--- config.mk ---
export PLATFORM = sky130hd
export DESIGN_NAME = cct16_timer
export DESIGN_NICKNAME = d
export VERILOG_FILES = /design/src/cct16_pkg.sv /design/src/cct16_timer.sv
export VERILOG_INCLUDE_DIRS = /design/src
export SDC_FILE = /design/constraint.sdc
export NUM_CORES = 1
export LEC_CHECK = 0
export BUFFER_PORTS_ARGS = -buffer_cell sky130_fd_sc_hd__clkbuf_2
export CAP_MARGIN = 10
export CORE_MARGIN = 4
export CORE_UTILIZATION = 45
export DETAILED_ROUTE_END_ITERATION = 10
export GPL_TIMING_DRIVEN = 0
export PLACE_DENSITY = 0.69
export SLEW_MARGIN = 30
export SYNTH_ARGS = -nofsm -noshare
export SYNTH_HDL_FRONTEND = slang
export SYNTH_SLANG_ARGS = --single-unit
--- constraint.sdc ---
create_clock -name clk_sys -period 2.73 [get_ports clk_sys]
set_clock_uncertainty 0.05 [all_clocks]
set_input_delay 0.273 -clock clk_sys [delete_from_list [all_inputs] [get_ports clk_sys]]
set_output_delay 0.273 -clock clk_sys [all_outputs]
set_load 0.05 [all_outputs]
--- src/cct16_regs.svh ---
// Register offsets, field positions and reset values of the capture/compare timer
`ifndef CCT16_REGS_SVH
`define CCT16_REGS_SVH
`define CCT16_ADR_CTL_TWO   8'h55
`define CCT16_ADR_CTL_ONE   8'h56
`define CCT16_ADR_STATUS    8'h57
`define CCT16_ADR_CAP1_HI   8'h58
`define CCT16_ADR_CAP1_LO   8'h59
`define CCT16_ADR_CMP1_HI   8'h5A
`define CCT16_ADR_CMP1_LO   8'h5B
`define CCT16_ADR_CNT_HI    8'h5C
`define CCT16_ADR_CNT_LO    8'h5D
`define CCT16_ADR_ACNT_HI   8'h5E
`define CCT16_ADR_ACNT_LO   8'h5F
`define CCT16_ADR_CAP2_HI   8'h60
`define CCT16_ADR_CAP2_LO   8'h61
`define CCT16_ADR_CMP2_HI   8'h62
`define CCT16_ADR_CMP2_LO   8'h63
`define CCT16_B1_CAP_IE     7
`define CCT16_B1_CMP_IE     6
`define CCT16_B1_OVF_IE     5
`define CCT16_B1_FORCE2     4
`define CCT16_B1_FORCE1     3
`define CCT16_B1_LEVEL2     2
`define CCT16_B1_EDGE1      1
`define CCT16_B1_LEVEL1     0
`define CCT16_B2_PIN1_EN    7
`define CCT16_B2_PIN2_EN    6
`define CCT16_B2_ONE_PULSE  5
`define CCT16_B2_PWM        4
`define CCT16_B2_CLK_HI     3
`define CCT16_B2_CLK_LO     2
`define CCT16_B2_EDGE2      1
`define CCT16_B2_EXT_EDGE   0
`define CCT16_BS_TIMER_OFF  2
`define CCT16_RST_CTL       8'h00
`define CCT16_RST_CNT       16'hFFFC
`define CCT16_RST_CMP       16'h8000
`define CCT16_RST_CAP       16'h0000
`endif

--- src/cct16_pkg.sv ---
// Types shared by the capture/compare timer
package cct16_pkg;
	typedef logic [15:0] cct16_word_t;   // 16-bit timer quantity
	typedef logic [7:0]  cct16_byte_t;   // Bus data byte
	typedef enum logic [1:0] {
		CCT16_CLK_DIV4 = 2'b00,
		CCT16_CLK_DIV2 = 2'b01,
		CCT16_CLK_DIV8 = 2'b10,
		CCT16_CLK_EXT  = 2'b11
	} cct16_clk_e;
endpackage

--- src/cct16_timer.sv ---
// 16-bit capture/compare timer with one pulse and PWM modes
// Notes on behaviour
// - Wait mode: timer runs, interrupts wake device
// - Halt freezes counter; resumes or restarts
// - Halt capture edge arms; flags on wakeup
// - Every enabled, unmasked request wakes from Wait, never Halt
// - Shared request needs flag, enable, mask clear
// - No compare interrupt sources in PWM
// - Capture enable requests on either capture flag
// - Compare enable requests on either compare flag
// - Overflow enable requests on overflow flag
// - Force two copies level two to pin
// - Force one copies level one to pin
// - Level two on match two: pin two, or pin one in PWM
// - Capture one edge: 0 falling, 1 rising
// - Level one copied on compare one match
// - Pin one enable only connects the pin
// - Pin two enable only connects the pin
// - One pulse: edge starts pulse, length compare
// - PWM: compare one length, two period
// - Clock select 00/4, 01/2, 10/8
// - Code 11 uses external clock pin
// - Three control/status, six data pairs
// - Capture two edge: 0 falling, 1 rising
// - External clock edge: 0 falling, 1 rising
// - Flag clears: status read, then low access
//
// Decided for this implementation: the register offsets and the strobed register port.
`timescale 1ns/10ps
`default_nettype none
`include "cct16_regs.svh"

module cct16_timer
	import cct16_pkg::*;
#(
	parameter bit EXT_CLK_PRESENT = 1'b1    // Part has the external clock pin
) (
	input  wire logic        clk_sys,
	input  wire logic        rst_n,
	input  wire logic [7:0]  addr,
	input  wire logic [7:0]  wdata,
	input  wire logic        wr_stb,
	input  wire logic        rd_stb,
	output logic      [7:0]  rdata,
	input  wire logic        halt_mode,
	input  wire logic        wait_mode,
	input  wire logic        global_irq_mask,
	input  wire logic        capture_input_pin_one,
	input  wire logic        capture_input_pin_two,
	input  wire logic        ext_timer_clock_pin,
	output logic             compare_output_pin_one,
	output logic             compare_output_pin_one_oe,
	output logic             compare_output_pin_two,
	output logic             compare_output_pin_two_oe,
	output logic             timer_irq,
	output logic             wait_wakeup
);

	// Tick when the prescaler has wrapped for the chosen ratio
	function automatic logic presc_tick(input logic [1:0] sel, input logic [2:0] p);
		case (sel)
			CCT16_CLK_DIV2: presc_tick = p[0];
			CCT16_CLK_DIV4: presc_tick = &p[1:0];
			CCT16_CLK_DIV8: presc_tick = &p[2:0];
			default:        presc_tick = 1'b0;
		endcase
	endfunction

	// Edge chooser: rising when sel is 1, falling when 0
	function automatic logic edge_of(input logic sel, input logic now, input logic was);
		edge_of = sel ? (now & ~was) : (~now & was);
	endfunction

	// Software state
	cct16_byte_t ctl_one_r;          // First control register
	cct16_byte_t ctl_two_r;          // Second control register
	logic        timer_off_r;        // Timer disable bit in status
	cct16_word_t cmp1_r, cmp2_r;     // Compare values as written
	cct16_word_t cmp1_sh_r, cmp2_sh_r; // PWM shadow copies
	logic        lock1_r, lock2_r;   // High byte written, low pending
	// Hardware state
	cct16_word_t cnt_r;              // Free running counter
	cct16_word_t cap1_r, cap2_r;     // Capture values
	logic [2:0]  presc_r;            // Prescaler
	logic        capture_flag_one_r, capture_flag_two_r, compare_flag_one_r, compare_flag_two_r, tof_r;   // Event flags
	logic [4:0]  arm_r;              // Clear step one seen, per flag
	logic        pend1_r, pend2_r;   // Capture edges seen during halt
	logic        halt_q_r;           // Halt level one cycle ago
	// Pin synchronisers; stage a is read only by stage b
	logic [2:0]  ic1_a_r, ic1_b_r;
	logic        ic1_c_r2;           // Edge history of capture one
	logic        ic2_a_r, ic2_b_r, ic2_c_r, ext_a_r, ext_b_r, ext_c_r;

	// Control fields
	wire logic       cap_ie    = ctl_one_r[`CCT16_B1_CAP_IE];
	wire logic       cmp_ie    = ctl_one_r[`CCT16_B1_CMP_IE];
	wire logic       ovf_ie    = ctl_one_r[`CCT16_B1_OVF_IE];
	wire logic       force_two = ctl_one_r[`CCT16_B1_FORCE2];
	wire logic       force_one = ctl_one_r[`CCT16_B1_FORCE1];
	wire logic       level_two = ctl_one_r[`CCT16_B1_LEVEL2];
	wire logic       edge_one  = ctl_one_r[`CCT16_B1_EDGE1];
	wire logic       level_one = ctl_one_r[`CCT16_B1_LEVEL1];
	wire logic       pin1_en   = ctl_two_r[`CCT16_B2_PIN1_EN];
	wire logic       pin2_en   = ctl_two_r[`CCT16_B2_PIN2_EN];
	wire logic       pwm_on    = ctl_two_r[`CCT16_B2_PWM];
	// PWM wins when both mode bits are set
	wire logic       opm_on    = ctl_two_r[`CCT16_B2_ONE_PULSE] & ~pwm_on;
	wire logic [1:0] clk_sel   = ctl_two_r[`CCT16_B2_CLK_HI:`CCT16_B2_CLK_LO];
	wire logic       edge_two  = ctl_two_r[`CCT16_B2_EDGE2];
	wire logic       ext_edge  = ctl_two_r[`CCT16_B2_EXT_EDGE];

	// Bus decode
	wire logic rd_status = rd_stb & (addr == `CCT16_ADR_STATUS);
	wire logic acc_cap1  = (rd_stb | wr_stb) & (addr == `CCT16_ADR_CAP1_LO);
	wire logic acc_cap2  = (rd_stb | wr_stb) & (addr == `CCT16_ADR_CAP2_LO);
	wire logic acc_cmp1  = (rd_stb | wr_stb) & (addr == `CCT16_ADR_CMP1_LO);
	wire logic acc_cmp2  = (rd_stb | wr_stb) & (addr == `CCT16_ADR_CMP2_LO);
	wire logic acc_cnt   = (rd_stb | wr_stb) & (addr == `CCT16_ADR_CNT_LO);
	wire logic wr_c1hi   = wr_stb & (addr == `CCT16_ADR_CMP1_HI);
	wire logic wr_c2hi   = wr_stb & (addr == `CCT16_ADR_CMP2_HI);
	wire logic wr_c1lo   = wr_stb & (addr == `CCT16_ADR_CMP1_LO);
	wire logic wr_c2lo   = wr_stb & (addr == `CCT16_ADR_CMP2_LO);
	// Either counter low byte restarts the count; only the main one clears overflow
	wire logic cnt_reset = wr_stb & ((addr == `CCT16_ADR_CNT_LO) | (addr == `CCT16_ADR_ACNT_LO));

	// Timebase
	wire logic frozen   = halt_mode | timer_off_r;
	wire logic ext_edge_seen = edge_of(ext_edge, ext_b_r, ext_c_r);
	wire logic ext_tick = EXT_CLK_PRESENT & ext_edge_seen;
	wire logic tick     = ~frozen & ((clk_sel == CCT16_CLK_EXT) ? ext_tick
	                                 : presc_tick(clk_sel, presc_r));

	// Capture edges and halt exit
	wire logic edge1     = edge_of(edge_one, ic1_b_r[0], ic1_c_r2);
	wire logic edge2     = edge_of(edge_two, ic2_b_r, ic2_c_r);
	wire logic halt_exit = halt_q_r & ~halt_mode;
	wire logic cap1_ev   = ~pwm_on & ((edge1 & ~halt_mode) | (halt_exit & pend1_r));
	wire logic cap2_ev   = (edge2 & ~halt_mode) | (halt_exit & pend2_r);
	wire logic opm_trig  = opm_on & edge1 & ~halt_mode;

	// Compare matches, shadowed in PWM
	wire cct16_word_t c1_eff = pwm_on ? cmp1_sh_r : cmp1_r;
	wire cct16_word_t c2_eff = pwm_on ? cmp2_sh_r : cmp2_r;
	wire logic m1       = tick & (cnt_r == c1_eff);
	wire logic m2       = tick & (cnt_r == c2_eff);
	wire logic pwm_end  = pwm_on & m2;
	wire logic ovf_ev   = tick & (cnt_r == 16'hFFFF) & ~pwm_end;

	// Flag set conditions
	wire logic set_capture_flag_one = cap1_ev | pwm_end | (opm_on & ~pwm_on & opm_trig);
	wire logic set_capture_flag_two = cap2_ev;
	wire logic set_compare_flag_one = m1 & ~pwm_on & ~opm_on & ~force_one;
	wire logic set_compare_flag_two = m2 & ~pwm_on & ~force_two;

	// Clear step two, gated by step one
	wire logic clr_capture_flag_one = arm_r[4] & acc_cap1;
	wire logic clr_compare_flag_one = arm_r[3] & acc_cmp1;
	wire logic clr_tof  = arm_r[2] & acc_cnt;
	wire logic clr_capture_flag_two = arm_r[1] & acc_cap2;
	wire logic clr_compare_flag_two = arm_r[0] & acc_cmp2;

	wire logic [4:0] flags = {capture_flag_one_r, compare_flag_one_r, tof_r, capture_flag_two_r, compare_flag_two_r};
	wire cct16_byte_t status = {flags, timer_off_r, 2'b00};

	// Next counter value
	cct16_word_t cnt_nxt;
	always_comb begin
		cnt_nxt = cnt_r;
		if (cnt_reset | opm_trig | pwm_end)   // Restart points
			cnt_nxt = `CCT16_RST_CNT;
		else if (tick)                        // Plain increment, wraps
			cnt_nxt = cnt_r + 16'h0001;
	end

	// Pin one level
	logic pin1_nxt;
	always_comb begin
		pin1_nxt = compare_output_pin_one;
		if (pwm_on) begin
			if (pwm_end)
				pin1_nxt = level_two;
			else if (m1)
				pin1_nxt = level_one;
		end else if (opm_on) begin
			if (opm_trig)
				pin1_nxt = level_two;
			else if (m1)
				pin1_nxt = level_one;
		end else if (force_one)
			pin1_nxt = level_one;
		else if (m1)
			pin1_nxt = level_one;
	end

	// Pin two level; level two belongs to pin one in the pulse modes
	wire logic pin2_nxt = (~pwm_on & ~opm_on & (force_two | m2)) ? level_two
	                      : compare_output_pin_two;

	// Interrupt request: shared line, global mask
	wire logic irq_nxt = ~global_irq_mask & (
	                       (cap_ie & (capture_flag_one_r | capture_flag_two_r)) |
	                       (cmp_ie & (compare_flag_one_r | compare_flag_two_r) & ~pwm_on) |
	                       (ovf_ie & tof_r));

	// Read mux, every register one byte
	cct16_byte_t rd_mux;
	always_comb begin
		case (addr)
			`CCT16_ADR_CTL_TWO: rd_mux = ctl_two_r;
			`CCT16_ADR_CTL_ONE: rd_mux = ctl_one_r;
			`CCT16_ADR_STATUS:  rd_mux = status;
			`CCT16_ADR_CAP1_HI: rd_mux = cap1_r[15:8];
			`CCT16_ADR_CAP1_LO: rd_mux = cap1_r[7:0];
			`CCT16_ADR_CMP1_HI: rd_mux = cmp1_r[15:8];
			`CCT16_ADR_CMP1_LO: rd_mux = cmp1_r[7:0];
			`CCT16_ADR_CNT_HI,
			`CCT16_ADR_ACNT_HI: rd_mux = cnt_r[15:8];
			`CCT16_ADR_CNT_LO,
			`CCT16_ADR_ACNT_LO: rd_mux = cnt_r[7:0];
			`CCT16_ADR_CAP2_HI: rd_mux = cap2_r[15:8];
			`CCT16_ADR_CAP2_LO: rd_mux = cap2_r[7:0];
			`CCT16_ADR_CMP2_HI: rd_mux = cmp2_r[15:8];
			`CCT16_ADR_CMP2_LO: rd_mux = cmp2_r[7:0];
			default:            rd_mux = 8'h00;   // Unmapped reads zero
		endcase
	end

	// Synchronisers and edge history
	always_ff @(posedge clk_sys or negedge rst_n) begin
		if (!rst_n) begin
			ic1_a_r  <= 3'b000;
			ic1_b_r  <= 3'b000;
			ic1_c_r2 <= 1'b0;
			{ic2_a_r, ic2_b_r, ic2_c_r} <= 3'b000;
			{ext_a_r, ext_b_r, ext_c_r} <= 3'b000;
		end else begin
			ic1_a_r  <= {2'b00, capture_input_pin_one};
			ic1_b_r  <= ic1_a_r;
			ic1_c_r2 <= ic1_b_r[0];
			{ic2_a_r, ic2_b_r, ic2_c_r} <= {capture_input_pin_two, ic2_a_r, ic2_b_r};
			{ext_a_r, ext_b_r, ext_c_r} <= {ext_timer_clock_pin, ext_a_r, ext_b_r};
		end
	end

	// Software registers
	always_ff @(posedge clk_sys or negedge rst_n) begin
		if (!rst_n) begin
			ctl_one_r   <= `CCT16_RST_CTL;
			ctl_two_r   <= `CCT16_RST_CTL;
			timer_off_r <= 1'b0;
		end else if (wr_stb) begin
			if (addr == `CCT16_ADR_CTL_ONE)
				ctl_one_r <= wdata;
			if (addr == `CCT16_ADR_CTL_TWO)
				ctl_two_r <= wdata;
			if (addr == `CCT16_ADR_STATUS)      // Only the disable bit is writable
				timer_off_r <= wdata[`CCT16_BS_TIMER_OFF];
		end
	end

	// Compare values, lock and PWM shadows
	// Shadow waits for period end so a half-written value never reaches the pin
	always_ff @(posedge clk_sys or negedge rst_n) begin
		if (!rst_n) begin
			cmp1_r    <= `CCT16_RST_CMP;
			cmp2_r    <= `CCT16_RST_CMP;
			cmp1_sh_r <= `CCT16_RST_CMP;
			cmp2_sh_r <= `CCT16_RST_CMP;
			lock1_r   <= 1'b0;
			lock2_r   <= 1'b0;
		end else begin
			if (wr_c1hi) cmp1_r[15:8] <= wdata;
			if (wr_c1lo) cmp1_r[7:0]  <= wdata;
			if (wr_c2hi) cmp2_r[15:8] <= wdata;
			if (wr_c2lo) cmp2_r[7:0]  <= wdata;
			lock1_r <= wr_c1hi | (lock1_r & ~wr_c1lo);
			lock2_r <= wr_c2hi | (lock2_r & ~wr_c2lo);
			if ((~pwm_on | pwm_end) & ~lock1_r)
				cmp1_sh_r <= cmp1_r;
			if ((~pwm_on | pwm_end) & ~lock2_r)
				cmp2_sh_r <= cmp2_r;
		end
	end

	// Prescaler, counter and captures; prescaler and count hold while frozen, captures held back until halt exit
	always_ff @(posedge clk_sys or negedge rst_n) begin
		if (!rst_n) begin
			presc_r  <= 3'b000;
			cnt_r    <= `CCT16_RST_CNT;   // Reset wakeup restarts here
			cap1_r   <= `CCT16_RST_CAP;
			cap2_r   <= `CCT16_RST_CAP;
			halt_q_r <= 1'b0;
		end else begin
			if (!frozen)
				presc_r <= presc_r + 3'b001;
			cnt_r    <= cnt_nxt;
			halt_q_r <= halt_mode;
			if (cap1_ev | opm_trig)
				cap1_r <= cnt_r;
			if (cap2_ev)
				cap2_r <= cnt_r;
		end
	end

	// Event flags: set beats clear in the same cycle
	always_ff @(posedge clk_sys or negedge rst_n) begin
		if (!rst_n) begin
			{capture_flag_one_r, compare_flag_one_r, tof_r, capture_flag_two_r, compare_flag_two_r} <= 5'b00000;
			arm_r   <= 5'b00000;
			pend1_r <= 1'b0;
			pend2_r <= 1'b0;
		end else begin
			capture_flag_one_r <= set_capture_flag_one | (capture_flag_one_r & ~clr_capture_flag_one);
			compare_flag_one_r <= set_compare_flag_one | (compare_flag_one_r & ~clr_compare_flag_one);
			tof_r  <= ovf_ev   | (tof_r  & ~clr_tof);
			capture_flag_two_r <= set_capture_flag_two | (capture_flag_two_r & ~clr_capture_flag_two);
			compare_flag_two_r <= set_compare_flag_two | (compare_flag_two_r & ~clr_compare_flag_two);
			// Step one stays armed until its flag drops
			arm_r  <= (arm_r | (rd_status ? flags : 5'b00000)) & flags;
			// Edges in halt arm the capture logic
			pend1_r <= (halt_mode & edge1) | (pend1_r & halt_mode);
			pend2_r <= (halt_mode & edge2) | (pend2_r & halt_mode);
		end
	end

	// Output flops
	always_ff @(posedge clk_sys or negedge rst_n) begin
		if (!rst_n) begin
			rdata                     <= 8'h00;
			compare_output_pin_one    <= 1'b0;
			compare_output_pin_two    <= 1'b0;
			compare_output_pin_one_oe <= 1'b0;
			compare_output_pin_two_oe <= 1'b0;
			timer_irq                 <= 1'b0;
			wait_wakeup               <= 1'b0;
		end else begin
			rdata                     <= rd_stb ? rd_mux : 8'h00;
			compare_output_pin_one    <= pin1_nxt;
			compare_output_pin_two    <= pin2_nxt;
			compare_output_pin_one_oe <= pin1_en & ~timer_off_r;
			compare_output_pin_two_oe <= pin2_en & ~timer_off_r;
			timer_irq                 <= irq_nxt & ~halt_mode;
			wait_wakeup               <= irq_nxt & wait_mode;
		end
	end

endmodule // cct16_timer
`default_nettype wire

==> flow_summary.toml <==
[run_status]
outcome = "complete, but fails checks"
violations = "negative setup slack"

[synthesis]
netlist_area_sq_mm = 0.008358
yosysSeqAreaShare = 0.5117
ys_ff_latch = 170
synth.avg_cell_area_sq_um = 12.11
ys_warn_count = 0
synth_edf_count = 0
synth.top_cell.area_share = 0.4551
syn-num-nets = 719
synth-main-ff-cell = "dfrtp_1"
synth_area_leaders = "dfrtp_1 46%, mux2_2 14%, dfstp_2 5.7%, mux2i_1 4.2%, xnor2_1 4.2%"
netlist_instances = 690
synth_top_area_cell = "dfrtp_1"
synthArstFlopShare = 1.000
synth_cell_types = 60

[power]
sw_frac_of_total = 0.3178
p_per_area_mw_per_mm2 = 781.7
power.switching_w = 0.002457
p_leak_nw = 4.613
clkPwrFrac = 0.319
p_comb_frac = 0.224
p_int_w = 0.005274
power_frac_seq = 0.457
vdd_ir_drop_max_v = 0.0004504

[timing]
setup_tns_ns = -0.08119
setup_slack_ns = -0.01879
relSlewSlack = 0.3987
grt_setup_unrepaired = "true"
fin_crit_ns = 2.749
worstMarginPinSlew_ns = 0.8986
fmax_mhz = 363.8
fin_crit_sh = 1.007
maxSlewViolCount = 0
hold_viol_final = 0
setup_viol = 7

[clock_tree]
cts_tree = "done"
cts_max_level = 4
clock_latency_ns = 0.43
cts.sinks = 170
cts-root-buf = "clkbuf_16"
clk_pin_slew_ns = 0.07
cts_made_buffers = 17
clockBufferDepth = 2

[floorplanning]
initial_core_util = 0.4621
rows = 49
die_width_microns = 144.3
die-area_sq_mm = 0.02082
core_area_sq_mm = 0.01809
die_y_microns = 144.3
ios = 40

[drt]
first_iter_violations = 624
vias = 6133
dr.pass1.iters = 6
antenna_left = 0
drt-vias-per-instance = 6.078
drcViolationCount = 0
post_drt_wl_per_cell_microns = 24.67
totalWireLength_microns = 24900

[cells_and_area]
fin_nets = 796
final_area_sq_mm = 0.009889
num_antenna_cells = 0
drive_above_1_share = 0.3513
area.growth.synth_to_final_pct = 18.32

[global_route]
grt_use_met3 = 0.05622
grt_pass1_vias = 6261
busiest_layer = "met2"
grt_max_degree = 83
globalRouteMet2Util = 0.3714
grt_util_all_layers = 0.2449
grt-ovfl-total = 0
antenna_found_initial = 0
use_met1 = 0.3361
grt_pass1_wl_microns = 37480

[run]
maxCapViolCount = 0

[critical_path]
worstPathRequired_ns = 3.00
worstPathArrival_ns = 3.02
crit_path_end_kind = "flop"
crit_fanout = 6
critPathKind = "flop to flop"
startpoint_type = "flop"

[hold_path]
hold_path.class = "primary input to flop"

[placement]
dp_hpwl_microns = 17510
dpl_cell_area_sq_mm = 0.008916
portBuffers = 38
gp_congestion = 0.9579
post-place-ws_ns = -0.8184
## sequential cells by signal (all words and copies together) (netlist names), 3 cells and up
register   flops
ctl_two_r      8
rdata          8
cap1_r        16
cmp1_r        16
cnt_r         16
cmp2_r        16
presc_r        3
cmp1_sh_r     16
arm_r          5
cmp2_sh_r     16
cap2_r        16
ctl_one_r      8
## power by group through the flow
| stage | logic (W) | clock network, W | registers (W) |
|---|---|---|---|
| 6_report | 0.00173 | 0.00247 | 0.00353 |
| 5_1_grt | 0.00185 | 0.00260 | 0.00357 |
| 4_1_cts | 0.00172 | 0.00249 | 0.00343 |
| 3_5_place_dp | 0.00185 | 0 | 0.00329 |
| 3_3_place_gp | 0.00176 | 0 | 0.00327 |
| 2_1_floorplan | 0.00127 | 0 | 0.00322 |
## final cells by class
type	instances	area, sq um
Clock inverter	12	137.6
Multi-Input combinational cell	467	3964
Clock buffer	20	456.7
Timing Repair Buffer	67	515.5
Buffer	37	226.5
Inverter	7	26.28
Fill cell	1504	8197
Sequential cell	170	4277
Tap cell	229	286.5
## final timing paths
check                              from             to  slack [ns]  cells past startpoint
max                        ctl_two_r[4]  cmp2_sh_r[10]       -0.02                     12
min                            wdata[0]      cmp2_r[8]        0.16                      2
max reg2reg                ctl_two_r[4]  cmp2_sh_r[10]       -0.02                     12
min reg2reg                     ic2_a_r        ic2_b_r        0.30                      0
max in group asynchronous         rst_n  cmp1_sh_r[15]        1.61                      3
min in group asynchronous         rst_n  cmp2_sh_r[10]        0.29                      2
## stage by stage
step                  util  hold WS (ns)  total power (W)  instances
detailed placement  0.4930        0.1867         0.005145        960
global route        0.5468        0.1573         0.008023       1009
global placement    0.4885        0.2857         0.005028        957
floorplan                -      -0.07259         0.004497        690
finish              0.5468        0.1573         0.007731       1009
CTS                 0.5341        0.1437         0.007638        999
## metal layers
layer | vias up | wire [microns]
met5 | - | 0
met4 | 0 | 1101
met3 | 70 | 2136
met2 | 295 | 11250
met1 | 3117 | 10410
li1 | 2651 | -
## logic make-up after synthesis
| logic type | Yosys count | share of synthesized area |
|---|---|---|
| compound gates | 96 | 0.08069 |
| xor+xnor | 47 | 0.04925 |
| fa+ha+maj | 3 | 0.004491 |
| buf+inv | 53 | 0.02874 |
| flops | 170 | 0.5117 |
| mux | 164 | 0.2274 |
| simple gates | 157 | 0.09776 |
## cells in the mapped netlist (4+ instances only)
cell,n
dfrtp_1,152
mux2_2,107
nand2_1,55
xnor2_1,40
mux2i_1,35
clkbuf_1,28
nand3_1,24
o21ai_0,24
mux2_4,20
dfstp_2,18
nor2_1,17
a22oi_1,15
a21oi_1,13
nor2b_1,9
nor4_1,8
o21a_1,8
and3_1,7
buf_1,7
inv_1,7
nand3b_1,7
nand4_1,7
xor2_1,7
a221oi_1,6
buf_2,6
a22o_1,5
a31oi_1,4
buf_6,4
nand2b_1,4
## cells in the final DEF, fill, tap and decap left out, types with 6 or more instances in the layout
master         netlist  routed
o21a_1               8       8
inv_1                7       7
clkbuf_16            0      19
nand3b_1             7       7
dfstp_2             18      18
a22oi_1             15      15
nand2_1             55      54
mux2_4              20      20
nor2b_1              9       9
nand3_1             24      24
a221oi_1             6       6
a21oi_1             13      13
o21ai_0             24      23
clkbuf_1            28      21
buf_4                1      14
clkbuf_2             0      38
dfrtp_1            152     152
mux2i_1             35      32
xnor2_1             40      38
dlygate4sd3_1        0       7
buf_2                6       7
nor2_1              17      16
mux2_2             107     107
and3_1               7       7
nand4_1              7       7
xor2_1               7       7
## critical path, cell delays in order (launching register included)
cell       delay [ns]
dfrtp_1          0.34
buf_6            0.15
buf_12           0.15
buf_6            0.14
mux2i_1          0.23
xnor2_1          0.10
nor4_2           0.29
nand4_1          0.15
buf_6            0.17
nor2_4           0.19
o21bai_4         0.16
clkbuf_16        0.21
mux2_4           0.29
## repair_timing
action / 4_1_cts / 5_1_grt
buffers inserted: 6 / 11
cloned: 0 / 2
resized for setup: 12 / 25
setup endpoints to repair: 71 / 55
pin swaps: 6 / 7
endpoints found under the hold margin: 42 / 0
hold buffers: 7 / 0
No activity file was read; power rests on OpenSTA's default activity.
